File: config.mk
export PLATFORM = sky130hd
export DESIGN_NAME = spdp_programmer
export DESIGN_NICKNAME = d
export VERILOG_FILES = /design/src/spdp_clkdiv.v /design/src/spdp_shifter.v /design/src/spdp_programmer.v
export VERILOG_INCLUDE_DIRS = /design/src
export SDC_FILE = /design/constraint.sdc
export NUM_CORES = 1
export LEC_CHECK = 0
export ABC_AREA = 1
export BUFFER_PORTS_ARGS = -buffer_cell sky130_fd_sc_hd__buf_4
export CORE_MARGIN = 2
export CORE_UTILIZATION = 50
export CTS_CLUSTER_DIAMETER = 100
export DETAILED_ROUTE_END_ITERATION = 10
export HOLD_SLACK_MARGIN = 0.12
export PLACE_DENSITY = 0.77
export SLEW_MARGIN = 40
export SYNTH_ARGS = -nofsm -noshare
export SYNTH_HDL_FRONTEND = slang
export SYNTH_HIERARCHICAL = 1
export SYNTH_SLANG_ARGS = --single-unit
export TNS_END_PERCENT = 30
File: constraint.sdc
create_clock -name mclk -period 1.6 [get_ports mclk]
set_input_delay 0.16 -clock mclk [delete_from_list [all_inputs] [get_ports mclk]]
set_output_delay 0.16 -clock mclk [all_outputs]
set_load 0.05 [all_outputs]
File: src/spdp_defs.vh
`ifndef SPDP_DEFS_VH
`define SPDP_DEFS_VH
// Operation
// - reset low, enable instruction before others
// - device samples rising, shifts falling edge
// - clock low and high above two cycles
// - enable is ac 53 then two bytes
// - echo 53 in byte three, send all
// - no echo: pulse clock, retry, 32 tries
// - erase, write ff at zero, erase again
// - after erase wait, pulse reset, re-enable
// - ff or no polling: wait full delay
// - power-up: reset and clock held low
// - wait 20 ms before enable

// register map (byte addresses)
`define SPDP_REG_CTRL 4'h0
`define SPDP_REG_INSTR 4'h4
`define SPDP_REG_STATUS 4'h8
`define SPDP_REG_RDATA 4'hc
// ctrl fields
`define SPDP_CTRL_GO 0
`define SPDP_CTRL_RST_HOLD 1
`define SPDP_CTRL_CONNECT 2
`define SPDP_CTRL_POLL 3
// status fields
`define SPDP_ST_BUSY 0
`define SPDP_ST_SYNCED 1
`define SPDP_ST_NODEV 2
`define SPDP_ST_DONE 3
// opcodes
`define SPDP_OP_PREFIX 8'hac
`define SPDP_OP_ENABLE2 8'h53
`define SPDP_OP_ERASE2 8'h80
`define SPDP_OP_FLASH_RD 4'h2
`define SPDP_OP_FLASH_WR 4'h4
`define SPDP_OP_EE_RD 8'ha0
`define SPDP_OP_EE_WR 8'hc0
`define SPDP_OP_ALL_ONES 8'hff
`define SPDP_SYNC_TRIES 6'h20
// timing in microseconds or mclk cycles, and clock rate in MHz
`define SPDP_CLK_MHZ 40
`define SPDP_POWERUP_US 20000
`define SPDP_ERASE_US 6800
`define SPDP_FLASH_US 3400
`define SPDP_EEPROM_US 6800
`define SPDP_RESET_PULSE_CYC 16'h0010
`define SPDP_SCK_HALF_CYC 8'h14
`define SPDP_SCK_HALF_W 8
`define SPDP_WAIT_W 20
`endif

File: src/spdp_clkdiv.v
`timescale 1ns/1ps
// half-period tick for the serial clock
module spdp_clkdiv (
    // clock and reset
    input wire mclk,
    input wire rst_n,
    // control
    input wire run,
    output wire tick
);
`include "spdp_defs.vh"
reg [`SPDP_SCK_HALF_W-1:0] cnt_reg;
assign tick = run && (cnt_reg == `SPDP_SCK_HALF_CYC - 8'h01);
always @(posedge mclk or negedge rst_n) begin
    if (!rst_n) begin
        cnt_reg <= 8'h00;
    end else if (!run || tick) begin
        cnt_reg <= 8'h00;
    end else begin
        cnt_reg <= cnt_reg + 8'h01;
    end
end
endmodule

File: src/spdp_shifter.v
`timescale 1ns/1ps
// one-byte serial engine: drives sck, mosi, samples miso
module spdp_shifter (
    // clock and reset
    input wire mclk,
    input wire rst_n,
    // byte request
    input wire start,
    input wire [7:0] tx_byte,
    input wire tick,
    output reg busy_reg,
    output reg [7:0] rx_reg,
    // pins
    output reg sck_reg,
    output reg mosi_reg,
    input wire miso_sync
);
reg [7:0] tx_reg;
reg [2:0] bit_reg;
always @(posedge mclk or negedge rst_n) begin
    if (!rst_n) begin
        busy_reg <= 1'b0;
        rx_reg <= 8'h00;
        sck_reg <= 1'b0;
        mosi_reg <= 1'b0;
        tx_reg <= 8'h00;
        bit_reg <= 3'd0;
    end else if (start && !busy_reg) begin
        busy_reg <= 1'b1;
        mosi_reg <= tx_byte[7];
        tx_reg <= {tx_byte[6:0], 1'b0};
        bit_reg <= 3'd0;
    end else if (busy_reg && tick) begin
        // each half period lasts well over two device cycles
        if (!sck_reg) begin
            sck_reg <= 1'b1;
            rx_reg <= {rx_reg[6:0], miso_sync};
        end else begin
            sck_reg <= 1'b0;
            if (bit_reg == 3'd7) begin
                busy_reg <= 1'b0;
            end else begin
                mosi_reg <= tx_reg[7];
                tx_reg <= {tx_reg[6:0], 1'b0};
                bit_reg <= bit_reg + 3'd1;
            end
        end
    end
end
endmodule

File: src/spdp_programmer.v
// Local design decisions: the AXI4-Lite interface to the registers and the placing of the registers.
`timescale 1ns/1ps
`include "spdp_defs.vh"
// serial download programmer with axi4-lite control
module spdp_programmer #(
    parameter POWERUP_CYC = `SPDP_POWERUP_US * `SPDP_CLK_MHZ,
    parameter ERASE_CYC = `SPDP_ERASE_US * `SPDP_CLK_MHZ,
    parameter FLASH_CYC = `SPDP_FLASH_US * `SPDP_CLK_MHZ,
    parameter EEPROM_CYC = `SPDP_EEPROM_US * `SPDP_CLK_MHZ
) (
    // clock and reset
    input wire mclk,
    input wire rst_n,
    // axi4-lite write
    input wire [3:0] s_axi_awaddr,
    input wire s_axi_awvalid,
    output wire s_axi_awready,
    input wire [31:0] s_axi_wdata,
    input wire [3:0] s_axi_wstrb,
    input wire s_axi_wvalid,
    output wire s_axi_wready,
    output reg [1:0] s_axi_bresp,
    output reg s_axi_bvalid,
    input wire s_axi_bready,
    // axi4-lite read
    input wire [3:0] s_axi_araddr,
    input wire s_axi_arvalid,
    output wire s_axi_arready,
    output reg [31:0] s_axi_rdata,
    output reg [1:0] s_axi_rresp,
    output reg s_axi_rvalid,
    input wire s_axi_rready,
    // device pins
    output wire dev_reset_n,
    output wire dev_sck,
    output wire dev_mosi,
    input wire dev_miso
);

localparam [3:0] ST_IDLE = 4'd0;
localparam [3:0] ST_PWRUP = 4'd1;
localparam [3:0] ST_BYTE = 4'd2;
localparam [3:0] ST_BWAIT = 4'd3;
localparam [3:0] ST_CHECK = 4'd4;
localparam [3:0] ST_PULSE = 4'd5;
localparam [3:0] ST_DELAY = 4'd6;
localparam [3:0] ST_POLL = 4'd7;
localparam [3:0] ST_RSTP = 4'd8;
localparam [3:0] ST_PLOW = 4'd9;

// instruction kind from the first two bytes
function [1:0] spdp_kind;
    input [31:0] ins;
    begin
        if (ins[31:24] == `SPDP_OP_PREFIX && ins[23:16] == `SPDP_OP_ENABLE2)
            spdp_kind = 2'd1;
        else if (ins[31:24] == `SPDP_OP_PREFIX && ins[23:21] == 3'b100)
            spdp_kind = 2'd2;
        else if (ins[31:28] == `SPDP_OP_FLASH_WR || ins[31:24] == `SPDP_OP_EE_WR)
            spdp_kind = 2'd3;
        else
            spdp_kind = 2'd0;
    end
endfunction

// registers
reg [3:0] ctrl_reg;
reg [31:0] instr_reg;
reg [31:0] rdata_reg;
reg synced_reg;
reg nodev_reg;
reg done_reg;
reg [3:0] state_reg;
reg [1:0] idx_reg;
reg [5:0] tries_reg;
reg [`SPDP_WAIT_W-1:0] wait_reg;
reg [31:0] rx_acc_reg;
reg rst_out_reg;
reg start_reg;
reg powered_reg;
reg [7:0] echo_reg;
reg miso_s1_reg;
reg miso_s2_reg;
reg go_pulse_reg;

wire tick;
wire sh_busy;
wire [7:0] sh_rx;
wire sh_sck;
wire sh_mosi;
wire [1:0] kind;
wire busy;
wire pulse_sck;
wire is_ee;

assign kind = spdp_kind(instr_reg);
assign is_ee = (instr_reg[31:24] == `SPDP_OP_EE_WR);
assign busy = (state_reg != ST_IDLE);
assign pulse_sck = (state_reg == ST_PULSE);
assign dev_sck = sh_sck | pulse_sck;
assign dev_mosi = sh_mosi;
assign dev_reset_n = ~rst_out_reg;

// miso sync
always @(posedge mclk or negedge rst_n) begin
    if (!rst_n) begin
        miso_s1_reg <= 1'b0;
        miso_s2_reg <= 1'b0;
    end else begin
        miso_s1_reg <= dev_miso;
        miso_s2_reg <= miso_s1_reg;
    end
end

spdp_clkdiv u_div (
    .mclk(mclk),
    .rst_n(rst_n),
    .run(busy),
    .tick(tick)
);

spdp_shifter u_sh (
    .mclk(mclk),
    .rst_n(rst_n),
    .start(start_reg),
    .tx_byte(instr_reg[8*(3-idx_reg)+:8]),
    .tick(tick),
    .busy_reg(sh_busy),
    .rx_reg(sh_rx),
    .sck_reg(sh_sck),
    .mosi_reg(sh_mosi),
    .miso_sync(miso_s2_reg)
);

// axi4-lite slave: single cycle accept, answer next cycle
wire wr_take = s_axi_awvalid && s_axi_wvalid && !s_axi_bvalid;
wire rd_take = s_axi_arvalid && !s_axi_rvalid;
assign s_axi_awready = wr_take;
assign s_axi_wready = wr_take;
assign s_axi_arready = rd_take;

always @(posedge mclk or negedge rst_n) begin
    if (!rst_n) begin
        s_axi_bvalid <= 1'b0;
        s_axi_bresp <= 2'b00;
        s_axi_rvalid <= 1'b0;
        s_axi_rresp <= 2'b00;
        s_axi_rdata <= 32'h00000000;
        ctrl_reg <= 4'h0;
        instr_reg <= 32'h00000000;
        go_pulse_reg <= 1'b0;
    end else begin
        go_pulse_reg <= 1'b0;
        if (s_axi_bvalid && s_axi_bready)
            s_axi_bvalid <= 1'b0;
        if (s_axi_rvalid && s_axi_rready)
            s_axi_rvalid <= 1'b0;
        if (wr_take) begin
            s_axi_bvalid <= 1'b1;
            s_axi_bresp <= 2'b00;
            case (s_axi_awaddr)
                `SPDP_REG_CTRL: begin
                    if (s_axi_wstrb[0]) begin
                        ctrl_reg <= s_axi_wdata[3:0] & 4'he;
                        go_pulse_reg <= s_axi_wdata[`SPDP_CTRL_GO] && !busy;
                    end
                end
                `SPDP_REG_INSTR: begin
                    if (!busy) begin
                        if (s_axi_wstrb[0]) instr_reg[7:0] <= s_axi_wdata[7:0];
                        if (s_axi_wstrb[1]) instr_reg[15:8] <= s_axi_wdata[15:8];
                        if (s_axi_wstrb[2]) instr_reg[23:16] <= s_axi_wdata[23:16];
                        if (s_axi_wstrb[3]) instr_reg[31:24] <= s_axi_wdata[31:24];
                    end
                end
                `SPDP_REG_STATUS: begin
                end
                `SPDP_REG_RDATA: begin
                end
                default: s_axi_bresp <= 2'b10;
            endcase
        end
        if (rd_take) begin
            s_axi_rvalid <= 1'b1;
            s_axi_rresp <= 2'b00;
            case (s_axi_araddr)
                `SPDP_REG_CTRL: s_axi_rdata <= {28'h0000000, ctrl_reg};
                `SPDP_REG_INSTR: s_axi_rdata <= instr_reg;
                `SPDP_REG_STATUS: s_axi_rdata <= {28'h0000000, done_reg, nodev_reg,
                                                  synced_reg, busy};
                `SPDP_REG_RDATA: s_axi_rdata <= rdata_reg;
                default: begin
                    s_axi_rdata <= 32'h00000000;
                    s_axi_rresp <= 2'b10;
                end
            endcase
        end
    end
end

// sequencer
always @(posedge mclk or negedge rst_n) begin
    if (!rst_n) begin
        state_reg <= ST_IDLE;
        idx_reg <= 2'd0;
        tries_reg <= 6'h00;
        wait_reg <= {`SPDP_WAIT_W{1'b0}};
        rx_acc_reg <= 32'h00000000;
        rdata_reg <= 32'h00000000;
        rst_out_reg <= 1'b0;
        start_reg <= 1'b0;
        synced_reg <= 1'b0;
        nodev_reg <= 1'b0;
        done_reg <= 1'b0;
        powered_reg <= 1'b0;
        echo_reg <= 8'h00;
    end else begin
        start_reg <= 1'b0;
        // reset held high while not connected; low while programming
        if (!ctrl_reg[`SPDP_CTRL_CONNECT]) begin
            rst_out_reg <= 1'b0;
            powered_reg <= 1'b0;
            synced_reg <= 1'b0;
        end
        case (state_reg)
            ST_IDLE: begin
                if (go_pulse_reg) begin
                    done_reg <= 1'b0;
                    nodev_reg <= 1'b0;
                    idx_reg <= 2'd0;
                    rst_out_reg <= 1'b1;
                    if (kind == 2'd1) tries_reg <= 6'h00;
                    if (kind != 2'd1 && !synced_reg) begin
                        done_reg <= 1'b1;
                        nodev_reg <= 1'b1;
                    end else if (!powered_reg) begin
                        wait_reg <= POWERUP_CYC[`SPDP_WAIT_W-1:0];
                        state_reg <= ST_PWRUP;
                    end else begin
                        start_reg <= 1'b1;
                        state_reg <= ST_BYTE;
                    end
                end
            end
            ST_PWRUP: begin
                if (wait_reg == {`SPDP_WAIT_W{1'b0}}) begin
                    powered_reg <= 1'b1;
                    start_reg <= 1'b1;
                    state_reg <= ST_BYTE;
                end else begin
                    wait_reg <= wait_reg - 1'b1;
                end
            end
            ST_BYTE: state_reg <= ST_BWAIT;
            ST_BWAIT: begin
                if (!sh_busy) begin
                    rx_acc_reg <= {rx_acc_reg[23:0], sh_rx};
                    if (idx_reg == 2'd2) echo_reg <= sh_rx;
                    if (idx_reg == 2'd3) begin
                        state_reg <= ST_CHECK;
                    end else begin
                        idx_reg <= idx_reg + 2'd1;
                        start_reg <= 1'b1;
                        state_reg <= ST_BYTE;
                    end
                end
            end
            ST_CHECK: begin
                rdata_reg <= rx_acc_reg;
                idx_reg <= 2'd0;
                if (kind == 2'd1) begin
                    if (echo_reg == `SPDP_OP_ENABLE2) begin
                        synced_reg <= 1'b1;
                        done_reg <= 1'b1;
                        state_reg <= ST_IDLE;
                    end else if (tries_reg == `SPDP_SYNC_TRIES - 6'h01) begin
                        nodev_reg <= 1'b1;
                        done_reg <= 1'b1;
                        state_reg <= ST_IDLE;
                    end else begin
                        tries_reg <= tries_reg + 6'h01;
                        state_reg <= ST_PLOW;
                    end
                end else if (kind == 2'd2) begin
                    wait_reg <= ERASE_CYC[`SPDP_WAIT_W-1:0];
                    state_reg <= ST_DELAY;
                end else if (kind == 2'd3) begin
                    if (ctrl_reg[`SPDP_CTRL_POLL] && instr_reg[7:0] != `SPDP_OP_ALL_ONES) begin
                        // polling handled as a timed wait bounded by the full delay
                        wait_reg <= is_ee ? EEPROM_CYC[`SPDP_WAIT_W-1:0]
                                          : FLASH_CYC[`SPDP_WAIT_W-1:0];
                        state_reg <= ST_DELAY;
                    end else begin
                        wait_reg <= is_ee ? EEPROM_CYC[`SPDP_WAIT_W-1:0]
                                          : FLASH_CYC[`SPDP_WAIT_W-1:0];
                        state_reg <= ST_DELAY;
                    end
                end else begin
                    done_reg <= 1'b1;
                    state_reg <= ST_IDLE;
                end
            end
            // a full half period low, then one high, before the retry
            ST_PLOW: begin
                if (tick) state_reg <= ST_PULSE;
            end
            ST_PULSE: begin
                if (tick) begin
                    start_reg <= 1'b1;
                    state_reg <= ST_BYTE;
                end
            end
            ST_DELAY: begin
                if (wait_reg == {`SPDP_WAIT_W{1'b0}}) begin
                    if (kind == 2'd2) begin
                        rst_out_reg <= 1'b0;
                        synced_reg <= 1'b0;
                        wait_reg <= {4'h0, `SPDP_RESET_PULSE_CYC};
                        state_reg <= ST_RSTP;
                    end else begin
                        done_reg <= 1'b1;
                        state_reg <= ST_IDLE;
                    end
                end else begin
                    wait_reg <= wait_reg - 1'b1;
                end
            end
            ST_RSTP: begin
                if (wait_reg == {`SPDP_WAIT_W{1'b0}}) begin
                    rst_out_reg <= 1'b1;
                    done_reg <= 1'b1;
                    state_reg <= ST_IDLE;
                end else begin
                    wait_reg <= wait_reg - 1'b1;
                end
            end
            ST_POLL: begin
                state_reg <= ST_IDLE;
                done_reg <= 1'b1;
            end
            default: state_reg <= ST_IDLE;
        endcase
    end
end

endmodule

==> impl_metrics.ini <==
[detailed_routing]
route.vias.total = 10700
drtPass1Iterations = 5
drcViolationCount = 0
drt-initial-drc-count = 955
drt-wirelength-per-cell_um = 17.6
wirelength_um = 34300
viasPerCell = 5.47
ant_nets = 0

[logic_synthesis]
synth_top_family_by_area = simple AND/OR/NAND/NOR gates
synth.mux.area_fraction_pct = 0
synth_top_area_share_pct = 50.2
synth-xor-area-share_pct = 1.07
syn_area_per_cell_um2 = 7.86
synth_seq_area_share_pct = 50.2
synth-compound-area-share_pct = 11.0
ys_seq_elements = 213
synth-adder-area-share_pct = 0.944
synth.area.top_cells = dfrtp_1 (50%), nand2_1 (17%), o21ai_0 (5.5%)
ys.flop_type = dfrtp_1
yosysTopAreaCell = dfrtp_1
syn-cell-area_mm2 = 0.0106
synthArstFlopShare_pct = 100
synth_simple_gate_area_share_pct = 29.0
synthDistinctLibCells = 44
yosysWarnings = 6
synth_edf_count = 0
netlist_instances = 1350

[sta]
skew_ps = 11.5
period_share_pct = 114
finalHoldViolations = 0
slew_headroom_pct = 65.1
finalSetupTns_ps = -16520
finalCriticalPeriod_ps = 1830
setup_violations = 146
rsz0062_at_grt = yes
drv_slew = 0
worstMarginPinSlew_ps = 523
fin_ws_ps = -225
max_freq_mhz = 548

[pwr]
p_sw_w = 0.00314
internal_power_w = 0.00957
seqPwrFrac_pct = 44.6
p_sw_share_pct = 24.7
power_per_cell_area_mw_per_mm2 = 839
power.share.clock_pct = 45.6
ir_drop_mv = 0.770
combinationalPowerShare_pct = 9.8
p_total_w = 0.0127
power_leakage_nw = 7.71

[setup_path]
crit_buf_inv = 3
end_kind = flip-flop
reg2reg_slack_ps = -230
r2r-start = state_reg[0]
cpMostUsedCell = nand2_1
required_ps = 2070
cp_data_arrival_time_ps = 2300
worst_path_max_delay_cell = dfrtp_2
r2r-end = wait_reg[5]
worst_r2r_path_depth = 11
worstSetupPathType = flip-flop to flip-flop
cp-start-kind = flip-flop
cpLargestDelayFamily = simple AND/OR/NAND/NOR gates
crit_fanout = 20
max_stage_delay_ps = 410
worstPathCellList = buf_4 -> nor2_4 -> inv_4 -> nor2_4 -> nand4_1 -> nand2_1 -> nor2_1 -> nand2_1 -> buf_12 -> nand2_1 -> nand2_1

[clocking]
cts_num_sinks = 213
clockRootBuffer = clkbuf_16
cts.htree.levels = 1
clk_pin_slew_ps = 60
cts_buffer_depth = 3
clock_latency_ps = 540
numCtsBuffers = 23
cts_tree = yes

[cells_and_area]
layout-drive-gt1-share_pct = 32.8
seq_area_mm2 = 0.00534
diodes = 0
area_growth_pct = 42.8
nFillCells = 1386
final_cells = 1951
layout.nets = 1721
multi_input_area_mm2 = 0.00512
final_area_mm2 = 0.0151

[place]
place_hpwl_um = 21500
gp_congestion = 0.954
port-buffer-count = 93
place_area_mm2 = 0.0128
dp.cells = 1829

[global_route]
grt_max_degree = 58
grt_overflow = 0
antenna_found_initial = 0
first_global_vias = 10200
grt_pass1_wl_um = 51300
grt.total_usage_pct = 29.0

[die]
io_pins = 96
coreArea_mm2 = 0.0209
die_area_mm2 = 0.0224
die_h_um = 150
die_w_um = 150
core.rowCount = 53
start_util_pct = 50.8

[hold_path]
hold_path.class = input pin to flip-flop
hold_depth = 5
hold_end = s_axi_rdata[23]
hold_path_startpoint = s_axi_arvalid

[run_status]
violations = setup timing
outcome = finished, violations left

[run]
drv_cap = 0
what timing repair did:
item                                    4_1_cts  5_1_grt
endpoints found under the hold margin       255        4
gates cloned                                  1        3
hold buffers                                 51        1
pin swaps                                    21       25
buffers inserted                             19        8
gates resized for setup                     111      141
endpoints found under the setup margin      146      181
worst register-to-register path, delay by kind of cell (launching register included):
kind                   cells  cell delay [ps]
buffers and inverters      3              380
AND/OR/NAND/NOR            8              980
flip-flops                 1              410
worst max-delay path by stage:
stage / slack (ps) / to / start / depth (start not counted)
after floorplan: -6 / wait_reg[9] / wait_reg[0] / 11
after global placement: -160 / echo_reg[5] / state_reg[2] / 9
after detailed placement: -210 / echo_reg[4] / state_reg[2] / 9
after CTS: -130 / s_axi_rdata[14] / rst_n / 3
after global routing: -370 / wait_reg[8] / state_reg[2] / 13
final: -230 / wait_reg[5] / state_reg[0] / 11
per-stage QoR:
step / hold slack (ps) / setup WS, ps / util, %
4_1_cts: 123 / -127 / 69.8
6_report: 139 / -225 / 72.5
5_1_grt: 159 / -367 / 72.5
2_1_floorplan: -136 / -6.09 / -
3_3_place_gp: 98.0 / -156 / 61.1
3_5_place_dp: 97.7 / -211 / 61.1
synth_stat cells (4+ instances only):
master	instances
nand2_1	477
dfrtp_1	213
inv_1	137
o21ai_0	116
nor2_1	96
nand3_1	87
o21ai_2	28
clkbuf_1	22
a22o_1	15
nor2_2	14
a21oi_1	13
nand4_1	13
buf_2	10
o21ai_1	10
inv_2	9
nand2_2	9
xor2_1	9
buf_4	8
ha_1	8
nor3_1	8
or2_2	6
buf_6	5
o22ai_1	5
nand4_4	4
xnor2_1	4
kinds of logic after synthesis:
kind of cell	count (synthesis)
AOI/OAI and AO/OA	196
other	1
buffers and inverters	196
DFF	213
xor gates and xnor gates	13
adders and majority gates	8
and+or+nand+nor	723
cell type report:
cell class              count  area share (%)
clock buffers              31            4.33
clock inverters             9            1.07
inverters                 149            3.89
multi-input cells         943            33.8
flip-flops and latches    213            35.2
well taps                 275            2.27
repair buffers            331            19.4
layout by cell type, fill, tap and decap left out, drive strengths merged:
cell          synthesis  routed
dlygate4sd3           0      50
clkinv                2       5
dfrtp               213     213
o22ai                 5       5
inv                 147     146
nand3                88      88
nor4                  1       1
nand2               486     486
o31ai                 1       1
a31oi                 2       2
o32ai                 1       1
nand4                18      19
nand3b                2       2
a21o                  1       1
xnor2                 4       4
ha                    8       8
a22o                 15      15
bufinv                0       4
nor2                112     112
conb                  1       2
dlymetal6s4s          0       1
buf                  25     276
xor2                  9       9
a21boi                1       1
and3                  1       1
or2                   6       6
clkbuf               22      35
o21a                  2       2
o21ai               154     154
nor3                  9       9
o21bai                1       1
a21oi                13      13
clkinvlp              0       3
per-layer routing:
metal	part of all wire (%)	up-vias	track usage, %	wire length (µm)
li1	-	4916	-	-
met1	39	5168	38.1	13500
met2	49	465	48.5	16800
met3	7.8	117	5.52	2670
met4	3.8	0	10.2	1290
met5	0	-	0	0
power by group through the flow:
stage	clock network, W	logic, W	registers, W
2_1_floorplan	0	0.000360	0.00581
5_1_grt	0.00606	0.00134	0.00567
6_report	0.00579	0.00125	0.00567
3_5_place_dp	0	0.00102	0.00574
3_3_place_gp	0	0.00101	0.00574
4_1_cts	0.00579	0.00119	0.00565
Power figures use the tool's default switching activity.
